### config.mk
export PLATFORM = sky130hd
export DESIGN_NAME = dtc_timer
export DESIGN_NICKNAME = d
export VERILOG_FILES = /design/src/logic/dtc_pkg.sv /design/src/logic/dtc_timer.sv
export VERILOG_INCLUDE_DIRS = /design/src /design/src/logic
export SDC_FILE = /design/constraint.sdc
export NUM_CORES = 1
export LEC_CHECK = 0
export BUFFER_PORTS_ARGS = -buffer_cell sky130_fd_sc_hd__buf_2
export CELL_PAD_IN_SITES_DETAIL_PLACEMENT = 0
export CELL_PAD_IN_SITES_GLOBAL_PLACEMENT = 2
export CORE_MARGIN = 1.5
export CORE_UTILIZATION = 39
export CTS_BUF_LIST = sky130_fd_sc_hd__clkbuf_16
export CTS_CLUSTER_DIAMETER = 40
export DETAILED_ROUTE_END_ITERATION = 16
export HOLD_SLACK_MARGIN = 0.1
export PLACE_DENSITY_LB_ADDON = 0.1
export SLEW_MARGIN = 15
export SYNTH_ARGS = -nofsm -noshare
export SYNTH_HDL_FRONTEND = slang
export SYNTH_SLANG_ARGS = --single-unit
### constraint.sdc
create_clock -name clk -period 4.1 [get_ports clk]
set_input_delay 0.205 -clock clk [delete_from_list [all_inputs] [get_ports clk]]
set_output_delay 0.205 -clock clk [all_outputs]
set_load 0.02 [all_outputs]
### src/logic/dtc_defs.svh
// Purpose: Constants for the dual timer/counter block
// Assumes: Byte-wide special function register bus
// Notes: Offsets are bus addresses of the registers
`ifndef DTC_DEFS_SVH
`define DTC_DEFS_SVH
// ----------------------------------------------------------------
// Register offsets
// ----------------------------------------------------------------
`define DTC_ADDR_CTRL 8'h88
`define DTC_ADDR_MODE 8'h89
`define DTC_ADDR_T0LO 8'h8A
`define DTC_ADDR_T1LO 8'h8B
`define DTC_ADDR_T0HI 8'h8C
`define DTC_ADDR_T1HI 8'h8D
// ----------------------------------------------------------------
// Control register bit positions
// ----------------------------------------------------------------
`define DTC_CTL_TF1 7
`define DTC_CTL_TR1 6
`define DTC_CTL_TF0 5
`define DTC_CTL_TR0 4
`define DTC_CTL_IE1 3
`define DTC_CTL_IT1 2
`define DTC_CTL_IE0 1
`define DTC_CTL_IT0 0
// ----------------------------------------------------------------
// Mode register bit positions
// ----------------------------------------------------------------
`define DTC_MOD_TIMER1_PIN_QUALIFY 7
`define DTC_MOD_CT1 6
`define DTC_MOD_M1_HI 5
`define DTC_MOD_M1_LO 4
`define DTC_MOD_TIMER0_PIN_QUALIFY 3
`define DTC_MOD_CT0 2
`define DTC_MOD_M0_HI 1
`define DTC_MOD_M0_LO 0
// ----------------------------------------------------------------
// Reset values and widths
// ----------------------------------------------------------------
`define DTC_RST_CTRL 8'h00
`define DTC_RST_MODE 8'h00
`define DTC_RST_CNT 8'h00
`define DTC_PRESC_MSB 4
`endif

### src/logic/dtc_pkg.sv
// Purpose: Types for the dual timer/counter block
// Assumes: Included header supplies constants
// Notes: State is one packed struct
package dtc_pkg;
  // ----------------------------------------------------------------
  // Types
  // ----------------------------------------------------------------
  typedef enum logic [1:0] {
    DTC_M13,
    DTC_M16,
    DTC_MRELOAD,
    DTC_MSPLIT
  } dtc_mode_t;

  typedef struct packed {
    logic [7:0] lo;
    logic [7:0] hi;
  } dtc_count_t;

  typedef struct packed {
    logic [1:0] cntIn;
    logic [1:0] irqPin;
  } dtc_pins_t;

  typedef struct packed {
    logic [7:0] ctrl;
    logic [7:0] mode;
    dtc_count_t t0;
    dtc_count_t t1;
    dtc_pins_t sync1;
    dtc_pins_t sync2;
    dtc_pins_t prev;
    logic [7:0] rdata;
    logic [1:0] tickOvf;
  } dtc_state_t;
endpackage : dtc_pkg

### src/logic/dtc_timer.sv
// Purpose: Two 16-bit timer/counters with external interrupt flags
// Assumes: One core clock, one machine cycle per clock
// Notes: Registers reached over the byte-wide register port
//
// Behaviour
// Two 16-bit counts from byte registers
// Timer mode advances every machine cycle
// Counter mode counts sampled high-then-low
// Edge detection limits rate to half clock
// Source holds each level two cycles
// Timer 1 gate needs pin high
// Timer 1 select picks pin or clock
// Timer 1 modes: 13-bit or 16-bit
// Timer 1 modes: autoreload or stopped
// Timer 0 gate needs pin high
// Timer 0 select picks pin or clock
// Timer 0 modes: 13-bit or 16-bit
// Timer 0 mode two autoreloads low byte
// Timer 1 overflow flag set, cleared vectoring
// Timer 0 overflow flag set, cleared vectoring
// Run bits start and stop timers
// Interrupt 1 flag by edge or level
// Interrupt 0 flag by edge or level
// Level flags follow pin, not vector
// Trigger bits: set edge, clear level
// 13-bit overflow sets flag on rollover
// Reload copies high into low only
// Run bit does not clear counts
// Timer 0 split uses Timer 1 controls
// 16-bit count wraps and continues
// Gate pins sampled synchronously
`timescale 1ns/1ps
`include "dtc_defs.svh"
module dtc_timer
  import dtc_pkg::*;
(
  input wire logic clk,
  input wire logic rst,
  input wire logic [7:0] regAddr,
  input wire logic regWr,
  input wire logic regRd,
  input wire logic [7:0] regWdata,
  output logic [7:0] regRdata,
  input wire logic countInputA,
  input wire logic countInputB,
  input wire logic extIrqPinA,
  input wire logic extIrqPinB,
  input wire logic [3:0] vectorAck,
  output logic [3:0] irqReq,
  output logic [1:0] timerOvf
);
  // vectorAck: 0 ext irq0, 1 timer0, 2 ext irq1, 3 timer1

  dtc_state_t st_r;
  dtc_state_t st_nxt;

  // ----------------------------------------------------------------
  // Next state
  // ----------------------------------------------------------------
  always_comb begin
    dtc_mode_t m0;
    dtc_mode_t m1;
    logic [1:0] edgeCnt;
    logic [1:0] pinFall;
    logic en0;
    logic en1;
    logic inc0;
    logic inc1;
    logic incSplit;
    logic [1:0] setTf;
    logic [8:0] sum;
    logic [5:0] pre;
    m0 = dtc_mode_t'(st_r.mode[`DTC_MOD_M0_HI:`DTC_MOD_M0_LO]);
    m1 = dtc_mode_t'(st_r.mode[`DTC_MOD_M1_HI:`DTC_MOD_M1_LO]);
    edgeCnt = '0;
    pinFall = '0;
    en0 = 1'b0;
    en1 = 1'b0;
    inc0 = 1'b0;
    inc1 = 1'b0;
    incSplit = 1'b0;
    setTf = '0;
    sum = '0;
    pre = '0;
    st_nxt = st_r;
    // Two-stage pin synchronisers
    st_nxt.sync1 = {countInputB, countInputA, extIrqPinB, extIrqPinA};
    st_nxt.sync2 = st_r.sync1;
    st_nxt.prev = st_r.sync2;
    // Falling edges: high sample then low sample
    edgeCnt = st_r.prev.cntIn & ~st_r.sync2.cntIn;
    pinFall = st_r.prev.irqPin & ~st_r.sync2.irqPin;
    // Run and gate qualification
    en0 = st_r.ctrl[`DTC_CTL_TR0] & (~st_r.mode[`DTC_MOD_TIMER0_PIN_QUALIFY] |
      st_r.sync2.irqPin[0]);
    en1 = st_r.ctrl[`DTC_CTL_TR1] & (~st_r.mode[`DTC_MOD_TIMER1_PIN_QUALIFY] |
      st_r.sync2.irqPin[1]);
    inc0 = en0 & (st_r.mode[`DTC_MOD_CT0] ? edgeCnt[0] : 1'b1);
    inc1 = en1 & (st_r.mode[`DTC_MOD_CT1] ? edgeCnt[1] : 1'b1);
    // Timer 1 stopped in its mode 3 only; while timer 0 is split it counts but sets no flag
    if (m1 == DTC_MSPLIT) begin
      inc1 = 1'b0;
    end
    incSplit = (m0 == DTC_MSPLIT) & st_r.ctrl[`DTC_CTL_TR1];
    // Timer 0 counting
    if (inc0) begin
      case (m0)
        DTC_M13: begin
          pre = {1'b0, st_r.t0.lo[`DTC_PRESC_MSB:0]} + 6'h01;
          st_nxt.t0.lo = {st_r.t0.lo[7:5], pre[4:0]};
          if (pre[5]) begin
            sum = {1'b0, st_r.t0.hi} + 9'h001;
            st_nxt.t0.hi = sum[7:0];
            setTf[0] = sum[8];
          end
        end
        DTC_M16: begin
          sum = {1'b0, st_r.t0.lo} + 9'h001;
          st_nxt.t0.lo = sum[7:0];
          if (sum[8]) begin
            sum = {1'b0, st_r.t0.hi} + 9'h001;
            st_nxt.t0.hi = sum[7:0];
            setTf[0] = sum[8];
          end
        end
        DTC_MRELOAD: begin
          sum = {1'b0, st_r.t0.lo} + 9'h001;
          st_nxt.t0.lo = sum[8] ? st_r.t0.hi : sum[7:0];
          setTf[0] = sum[8];
        end
        default: begin
          sum = {1'b0, st_r.t0.lo} + 9'h001;
          st_nxt.t0.lo = sum[7:0];
          setTf[0] = sum[8];
        end
      endcase
    end
    // Timer 0 high byte as machine-cycle timer in split mode
    if (incSplit) begin
      sum = {1'b0, st_r.t0.hi} + 9'h001;
      st_nxt.t0.hi = sum[7:0];
      setTf[1] = sum[8];
    end
    // Timer 1 counting
    if (inc1) begin
      case (m1)
        DTC_M13: begin
          pre = {1'b0, st_r.t1.lo[`DTC_PRESC_MSB:0]} + 6'h01;
          st_nxt.t1.lo = {st_r.t1.lo[7:5], pre[4:0]};
          if (pre[5]) begin
            sum = {1'b0, st_r.t1.hi} + 9'h001;
            st_nxt.t1.hi = sum[7:0];
            setTf[1] = setTf[1] | ((m0 != DTC_MSPLIT) & sum[8]);
          end
        end
        DTC_M16: begin
          sum = {1'b0, st_r.t1.lo} + 9'h001;
          st_nxt.t1.lo = sum[7:0];
          if (sum[8]) begin
            sum = {1'b0, st_r.t1.hi} + 9'h001;
            st_nxt.t1.hi = sum[7:0];
            setTf[1] = setTf[1] | ((m0 != DTC_MSPLIT) & sum[8]);
          end
        end
        default: begin
          sum = {1'b0, st_r.t1.lo} + 9'h001;
          st_nxt.t1.lo = sum[8] ? st_r.t1.hi : sum[7:0];
          setTf[1] = setTf[1] | ((m0 != DTC_MSPLIT) & sum[8]);
        end
      endcase
    end
    st_nxt.tickOvf = setTf;
    // Register writes
    if (regWr) begin
      if (regAddr == `DTC_ADDR_CTRL) begin
        st_nxt.ctrl = regWdata;
      end else if (regAddr == `DTC_ADDR_MODE) begin
        st_nxt.mode = regWdata;
      end else if (regAddr == `DTC_ADDR_T0LO) begin
        st_nxt.t0.lo = regWdata;
      end else if (regAddr == `DTC_ADDR_T1LO) begin
        st_nxt.t1.lo = regWdata;
      end else if (regAddr == `DTC_ADDR_T0HI) begin
        st_nxt.t0.hi = regWdata;
      end else if (regAddr == `DTC_ADDR_T1HI) begin
        st_nxt.t1.hi = regWdata;
      end
    end
    // Overflow flags: vector clears, hardware set wins
    if (vectorAck[1]) begin
      st_nxt.ctrl[`DTC_CTL_TF0] = 1'b0;
    end
    if (vectorAck[3]) begin
      st_nxt.ctrl[`DTC_CTL_TF1] = 1'b0;
    end
    if (setTf[0]) begin
      st_nxt.ctrl[`DTC_CTL_TF0] = 1'b1;
    end
    if (setTf[1]) begin
      st_nxt.ctrl[`DTC_CTL_TF1] = 1'b1;
    end
    // External interrupt 0 flag
    if (st_r.ctrl[`DTC_CTL_IT0]) begin
      if (vectorAck[0]) begin
        st_nxt.ctrl[`DTC_CTL_IE0] = 1'b0;
      end
      if (pinFall[0]) begin
        st_nxt.ctrl[`DTC_CTL_IE0] = 1'b1;
      end
    end else begin
      st_nxt.ctrl[`DTC_CTL_IE0] = ~st_r.sync2.irqPin[0];
    end
    // External interrupt 1 flag
    if (st_r.ctrl[`DTC_CTL_IT1]) begin
      if (vectorAck[2]) begin
        st_nxt.ctrl[`DTC_CTL_IE1] = 1'b0;
      end
      if (pinFall[1]) begin
        st_nxt.ctrl[`DTC_CTL_IE1] = 1'b1;
      end
    end else begin
      st_nxt.ctrl[`DTC_CTL_IE1] = ~st_r.sync2.irqPin[1];
    end
    // Registered read data
    st_nxt.rdata = 8'h00;
    if (regRd) begin
      if (regAddr == `DTC_ADDR_CTRL) begin
        st_nxt.rdata = st_r.ctrl;
      end else if (regAddr == `DTC_ADDR_MODE) begin
        st_nxt.rdata = st_r.mode;
      end else if (regAddr == `DTC_ADDR_T0LO) begin
        st_nxt.rdata = st_r.t0.lo;
      end else if (regAddr == `DTC_ADDR_T1LO) begin
        st_nxt.rdata = st_r.t1.lo;
      end else if (regAddr == `DTC_ADDR_T0HI) begin
        st_nxt.rdata = st_r.t0.hi;
      end else if (regAddr == `DTC_ADDR_T1HI) begin
        st_nxt.rdata = st_r.t1.hi;
      end
    end
  end

  // ----------------------------------------------------------------
  // State register
  // ----------------------------------------------------------------
  always_ff @(posedge clk) begin
    if (rst) begin
      st_r <= '0;
      st_r.ctrl <= `DTC_RST_CTRL;
      st_r.mode <= `DTC_RST_MODE;
      st_r.t0 <= {`DTC_RST_CNT, `DTC_RST_CNT};
      st_r.t1 <= {`DTC_RST_CNT, `DTC_RST_CNT};
    end else begin
      st_r <= st_nxt;
    end
  end

  // Outputs straight from flip-flops
  assign regRdata = st_r.rdata;
  assign irqReq = {st_r.ctrl[`DTC_CTL_TF1], st_r.ctrl[`DTC_CTL_IE1],
    st_r.ctrl[`DTC_CTL_TF0], st_r.ctrl[`DTC_CTL_IE0]};
  assign timerOvf = st_r.tickOvf;

  // ----------------------------------------------------------------
  // Assertions
  // ----------------------------------------------------------------
  a_t0_timer_step: assert property (@(posedge clk) disable iff (rst)
    (!regWr && st_r.ctrl[4] && !st_r.mode[2] &&
     (!st_r.mode[3] || st_r.sync2.irqPin[0]) &&
     st_r.mode[1:0] == 2'b01 && st_r.t0.lo != 8'hFF) |=>
    st_r.t0.lo == $past(st_r.t0.lo) + 8'h01)
    else $error("timer0 did not advance");
  a_run_off_hold: assert property (@(posedge clk) disable iff (rst)
    (!regWr && !st_r.ctrl[4] && st_r.mode[1:0] != 2'b11) |=>
    $stable(st_r.t0.lo))
    else $error("timer0 moved while stopped");
  a_reload_copy: assert property (@(posedge clk) disable iff (rst)
    (!regWr && st_r.mode[1:0] == 2'b10 && st_nxt.tickOvf[0]) |=>
    st_r.t0.lo == $past(st_r.t0.hi) && $stable(st_r.t0.hi))
    else $error("reload wrong");
  a_tf0_set: assert property (@(posedge clk) disable iff (rst)
    st_r.tickOvf[0] |-> st_r.ctrl[5])
    else $error("timer0 flag not set");
  a_tf1_set: assert property (@(posedge clk) disable iff (rst)
    st_r.tickOvf[1] |-> st_r.ctrl[7])
    else $error("timer1 flag not set");
  a_ie0_level: assert property (@(posedge clk) disable iff (rst)
    (!regWr && !st_r.ctrl[0]) |=>
    st_r.ctrl[1] == !$past(st_r.sync2.irqPin[0]))
    else $error("level flag wrong");
  a_timer0_pin_qualify_block: assert property (@(posedge clk) disable iff (rst)
    (!regWr && st_r.mode[3] && !st_r.sync2.irqPin[0] &&
     st_r.mode[1:0] != 2'b11) |=> $stable(st_r.t0))
    else $error("gated timer0 moved");
  a_t1_mode3_hold: assert property (@(posedge clk) disable iff (rst)
    (!regWr && st_r.mode[5:4] == 2'b11) |=> $stable(st_r.t1))
    else $error("timer1 moved in mode 3");
  a_cnt_edge: assert property (@(posedge clk) disable iff (rst)
    (!regWr && st_r.ctrl[4] && !st_r.mode[3] && st_r.mode[2] &&
     st_r.mode[1:0] != 2'b11 && !(st_r.prev.cntIn[0] &&
     !st_r.sync2.cntIn[0])) |=> $stable(st_r.t0.lo))
    else $error("count without edge");
  c_t0_ovf: cover property (@(posedge clk) st_r.tickOvf[0]);
  c_t1_ovf: cover property (@(posedge clk) st_r.tickOvf[1]);
  c_ie1_edge: cover property (@(posedge clk)
    st_r.ctrl[2] && $rose(st_r.ctrl[3]));
endmodule : dtc_timer

==> results of run 1 <==
==> layout make-up <==
class / instances / area, um2
inverters: 14 / 52.6
fillers: 1049 / 5650
well taps: 136 / 170
flip-flops and latches: 70 / 1400
multi-input cells: 376 / 2560
clock buffers: 9 / 225
repair buffers: 49 / 278
clock inverters: 7 / 76.3
==> synthesized netlist by cell type, types with 4 or more instances <==
cell,count
dfxtp_1,70
nor2_1,46
nand2_1,35
mux2i_1,25
a21oi_1,24
o21ai_0,23
nand3_1,20
clkbuf_1,19
a211oi_1,17
nor2b_1,16
buf_4,14
inv_1,14
and3_1,13
nor3_1,10
nand2b_1,9
buf_2,7
nand4_1,7
o211ai_1,7
a211o_1,6
nor4_1,6
a221oi_1,5
a22oi_1,5
a311oi_1,5
or4_1,5
xor2_1,5
a32oi_1,4
and2_1,4
and4_1,4
ha_1,4
mux2_2,4
o2111ai_1,4
or2_2,4
xnor2_1,4
==> metrics by stage <==
stage / area, um2 / power (uW) / worst slack (ns)
2_1_floorplan: 4230 / 757 / 2.09
3_3_place_gp: 4420 / 797 / 1.60
3_5_place_dp: 4420 / 797 / 1.53
4_1_cts: 4770 / 1610 / 1.82
5_1_grt: 4770 / 1640 / 1.65
6_report: 4770 / 1590 / 1.83
==> critical path: stages, from the launching register on <==
cell	delay (ns)
dfxtp_1	0.43
ha_1	0.25
and4_1	0.30
and3_2	0.26
o21ai_2	0.13
or4_1	0.53
a311oi_1	0.27
==> repair_timing <==
item	4_1_cts	5_1_grt
setup buffers	0	0
hold buffers	5	0
endpoints found under the setup margin	0	0
resized for setup	0	0
hold endpoints to repair	5	0
==> power by group <==
part / total, uW / switching (uW) / internal (uW)
sequential: 693 / 5.44 / 688
clock: 803 / 331 / 473
combinational: 92.6 / 59.0 / 33.6
total: 1590 / 395 / 1190
==> state kept, by name (all words and copies together), names as in the netlist <==
register,flops
irqReq,4
regRdata,8
st_nxt,8
st_r,48
timerOvf,2
==> cells by family (layout without fill, tap and decap cells) <==
| family | after synthesis | after routing | synth area share |
|---|---|---|---|
| AND/OR/NAND/NOR | 199 | 199 | 0.259 |
| AO/OA/AOI/OAI | 135 | 135 | 0.244 |
| flip-flops | 70 | 70 | 0.331 |
| buffers and inverters | 57 | 79 | 0.0650 |
| multiplexers | 29 | 29 | 0.0697 |
| XOR/XNOR | 9 | 9 | 0.0186 |
| adder cells (fa/ha/maj) | 4 | 4 | 0.0118 |
==> how the worst min path moves through the flow <==
stage,from,end,cells after the start
finish,vectorAck[0],irqReq[0],4
global route,vectorAck[0],irqReq[0],4
CTS,vectorAck[0],irqReq[0],4
detailed placement,countInputB,st_nxt[17],2
global placement,extIrqPinB,st_nxt[15],2
floorplan,extIrqPinA,st_nxt[14],1
==> metal layers <==
layer	vias to the layer above	part of all wire	global-route usage
li1	1905	-	-
met1	1861	0.48	0.354
met2	117	0.43	0.358
met3	21	0.065	0.0699
met4	0	0.025	0.107
met5	-	0	0
==> results.cfg, run 1 <==
[yosys]
yosys.cell_types.count = 71
yosys_warnings = 0
ys_seq_area_frac = 0.331
synth_top_area_frac = 0.331
ys_ff_latch = 70
synth-edff-count = 0
synth_area_um2 = 4230
ys_top_cells_by_area = dfxtp_1, mux2i_1, nor2_1
synthArstFlopShare = 0
synthesis.nets = 535
synthCells = 503
synth_area_leader_cell = dfxtp_1
yosys_most_used_dff = dfxtp_1
synth_area_per_cell_um2 = 8.42

[grt]
gr-total-overflow = 0
grt_use_total = 0.252
antenna_found_initial = 0
grt_max_degree = 40
grt_pass1_wl_mm = 21.0
grt_pass1_vias = 3577

[setup_path]
end_kind = flop
endpoint = st_r[28]
reg2reg_from = st_r[30]
rr_worst_depth = 6
reg2reg_to = st_r[28]
path_max_fanout = 6
crit_type = flop to flop
critPathLaunchType = flop
required_ns = 4.36
r2r_slack_ns = 1.83
cp.arrival_ns = 2.53
startpoint = st_r[30]

[clocking]
numCtsBuffers = 9
h-tree-depth = 3
clk_path_buf_depth = 2
clk_latency_ns = 0.36
root_buffer = clkbuf_16
clk_pin_slew_ns = 0.06
clock-sinks = 70
tritoncts = built

[timing]
finalSetupViolations = 0
tns_ns = 0
rsz0062_at_grt = false
relSlewSlack = 0.308
hold_ws_ns = 0.170
tightestPinTransition_ns = 1.03
fin_crit_sh = 0.553
fin_skew_ns = 0.0147
period_minus_slack_ns = 2.27
drv_slew = 0
fmax_mhz = 441
finalHoldViolCount = 0

[floorplanning]
die_w_um = 107
start_util = 0.406
die-area_um2 = 11500
rows = 37
ioPinCount = 42
core_um2 = 10400
die_height_um = 107

[cells_and_area]
diodes = 0
layout_commonest_cell = dfxtp_1
nNetsFinal = 552
drive_gt1_frac = 0.162
stdcell_count = 661
syn2layout_area_growth_pct = 12.6
post-route-util = 0.458
layout_common_cells = dfxtp_1, nor2_1, buf_2

[detailed_routing]
vias = 3904
drt_iter0_drc = 238
via_per_inst = 5.91
wl_per_cell_um = 20.6
ant_nets = 0
drc = 0
first_pass_iters = 6
totalWireLength_mm = 13.6

[power_and_ir_drop]
leakagePower_uw = 0.00178
powerDensity_nw_per_um2 = 333
irDropWorstVdd_mv = 0.339

[job]
maxCapViolations = 0

[worst_hold_path]
worstHoldPathType = primary input to flop

[place]
dpl.cell_count = 640
gp_congestion = 0.920
portBuffers = 41
hpwlAfterDp_mm = 9.72

[outcome]
status = complete, no violations
(Power assumes the default switching activity.)
==> run 2, diff against run 1 <==
Settings changed: CORE_UTILIZATION 39 to 33.
Clock period 4.1 ns to 1.9 ns, I/O delays scaled along.
==> run 2 against run 1 <==
Compared with the run above:
- flip-flop and latch count stayed put
- via count is 7.4% higher
- first-iteration DRC count is 4.6% higher
- hold slack worse by 0.047 ns
- global-route usage is 1.6 points lower
- register-to-register slack worse by 1.8 ns
- setup slack worse by 1.8 ns
- wire length is 11% higher
- die area is 18% higher
- sequential power is 120% higher
- power is 120% higher
- critical path type unchanged
- largest power group unchanged
==> results.cfg, run 2 (same netlist as run 1, synthesis figures left out) <==
[timing]
drv_slew = 0
hold_ws_ns = 0.123
fmax_mhz = 536
finalSetupViolations = 0
tns_ns = 0
fin_crit_sh = 0.982
finalHoldViolCount = 0
relSlewSlack = 0.651
period_minus_slack_ns = 1.87
rsz0062_at_grt = true
fin_skew_ns = 0.00814
tightestPinTransition_ns = 0.518

[clocking]
clk_pin_slew_ns = 0.06
clk_path_buf_depth = 2
root_buffer = clkbuf_16
clock-sinks = 70
clk_latency_ns = 0.35
h-tree-depth = 3
numCtsBuffers = 9
tritoncts = built

[cells_and_area]
largest-register = st_r
syn2layout_area_growth_pct = 27.0
drive_gt1_frac = 0.259
layout_commonest_cell = dfxtp_1
largest_register_ffs = 48
nNetsFinal = 614
diodes = 0
layout_common_cells = dfxtp_1, buf_4, nor2_1

[setup_path]
slowest_delay_ns = 0.41
cp.arrival_ns = 2.09
critical-path-top-delay-family = simple AND/OR/NAND/NOR gates
critPathLaunchType = flop
required_ns = 2.12
crit_type = flop to flop
cp_slowest_cell = or3_4
r2r_slack_ns = 0.03
end_kind = flop
path_max_fanout = 6
crit_chain = ha_4 > nand4_4 > or3_4 > a211oi_4 > buf_4 > o2111a_1 > nor4_1
crit_buf_inv = 1

[detailed_routing]
totalWireLength_mm = 15.1
via_per_inst = 5.52
wl_per_cell_um = 19.9
first_pass_iters = 5
drt_iter0_drc = 249
vias = 4192
drc = 0
ant_nets = 0

[power_and_ir_drop]
leakagePower_uw = 0.00211
cell_internal_pwr_uw = 2580
seqPwrFrac = 0.436
total_power_uw = 3420
switching_share = 0.245
irDropWorstVdd_mv = 0.476
powerDensity_nw_per_um2 = 636
switchingPower_uw = 838
power_frac_comb = 0.067
clockPowerShare = 0.497

[grt]
gr-total-overflow = 0
antenna_found_initial = 1
grt_pass1_wl_mm = 23.2
grt_max_degree = 67
grt_pass1_vias = 3987
grt_use_total = 0.235

[floorplanning]
rows = 41
die-area_um2 = 13500
die_height_um = 116
die_w_um = 116
start_util = 0.337
ioPinCount = 42
core_um2 = 12600

[place]
gp_congestion = 0.910
portBuffers = 41
hpwlAfterDp_mm = 11.0

[job]
maxCapViolations = 0

[outcome]
status = complete, no violations

[worst_hold_path]
worstHoldPathType = primary input to flop
-- run 2: cell types whose count changed in the layout (fill, tap and decap cells not counted), sizes merged --
| cell | previous run | this run |
|---|---|---|
| buf | 44 | 101 |
| inv | 15 | 17 |
| clkinv | 4 | 2 |
| dlygate4sd3 | 5 | 10 |
-- run 2: path summary, 6_finish.rpt --
path	cells past startpoint	endpoint	startpoint
setup / recovery	7	st_r[41]	st_r[47]
hold / removal	3	st_r[32]	regWdata[2]
setup reg to reg	7	st_r[41]	st_r[47]
hold reg to reg	1	st_nxt[11]	st_nxt[15]
-- run 2: repair_timing --
item / 4_1_cts / 5_1_grt
hold buffers: 10 / 0
pin swaps: 8 / 9
gates cloned: 0 / 0
endpoints found under the hold margin: 12 / 0
setup endpoints to repair: 6 / 14
buffers inserted: 2 / 5
resized for setup: 1 / 11
-- run 2: through the flow --
stage / worst slack (ns) / util / std cells / cell area [um2]
finish: 0.0334 / 0.428 / 759 / 5380
global placement: -0.0510 / 0.390 / 726 / 4910
CTS: 0.000852 / 0.423 / 754 / 5310
global route: -0.0603 / 0.428 / 759 / 5380
floorplan: 0.0156 / - / 503 / 4290
detailed placement: -0.128 / 0.390 / 726 / 4910
-- run 2: per-layer routing --
metal,vias up,wire length (um),GRT usage,part of all wire
met2,148,6360,0.342,0.42
met5,-,0,0,0
li1,2036,-,-,-
met1,1978,7250,0.326,0.48
met4,0,581,0.122,0.038
met3,30,919,0.0535,0.061
-- run 2: power by group through the flow --
stage | registers [uW] | clock network (uW) | logic (uW)
2_1_floorplan | 1530 | 0 | 108
3_3_place_gp | 1530 | 0 | 211
3_5_place_dp | 1530 | 0 | 212
4_1_cts | 1490 | 1740 | 228
5_1_grt | 1490 | 1790 | 247
6_report | 1490 | 1700 | 228
-- run 2: layout make-up --
class | instances | area [um2]
fillers | 1312 | 7190
multi-input cells | 376 | 2630
flip-flops and latches | 70 | 1410
repair buffers | 111 | 776
clock buffers | 9 | 225
well taps | 172 | 215
clock inverters | 7 | 66.3
inverters | 14 | 52.6
-- run 2: worst register-to-register path, delay by kind of cell, from the launching register on --
kind | cells | cell delay [ns]
buffers and inverters | 1 | 0.18
and+or+nand+nor | 3 | 0.57
adders and majority gates | 1 | 0.15
DFF | 1 | 0.35
AOI/OAI and AO/OA | 2 | 0.50
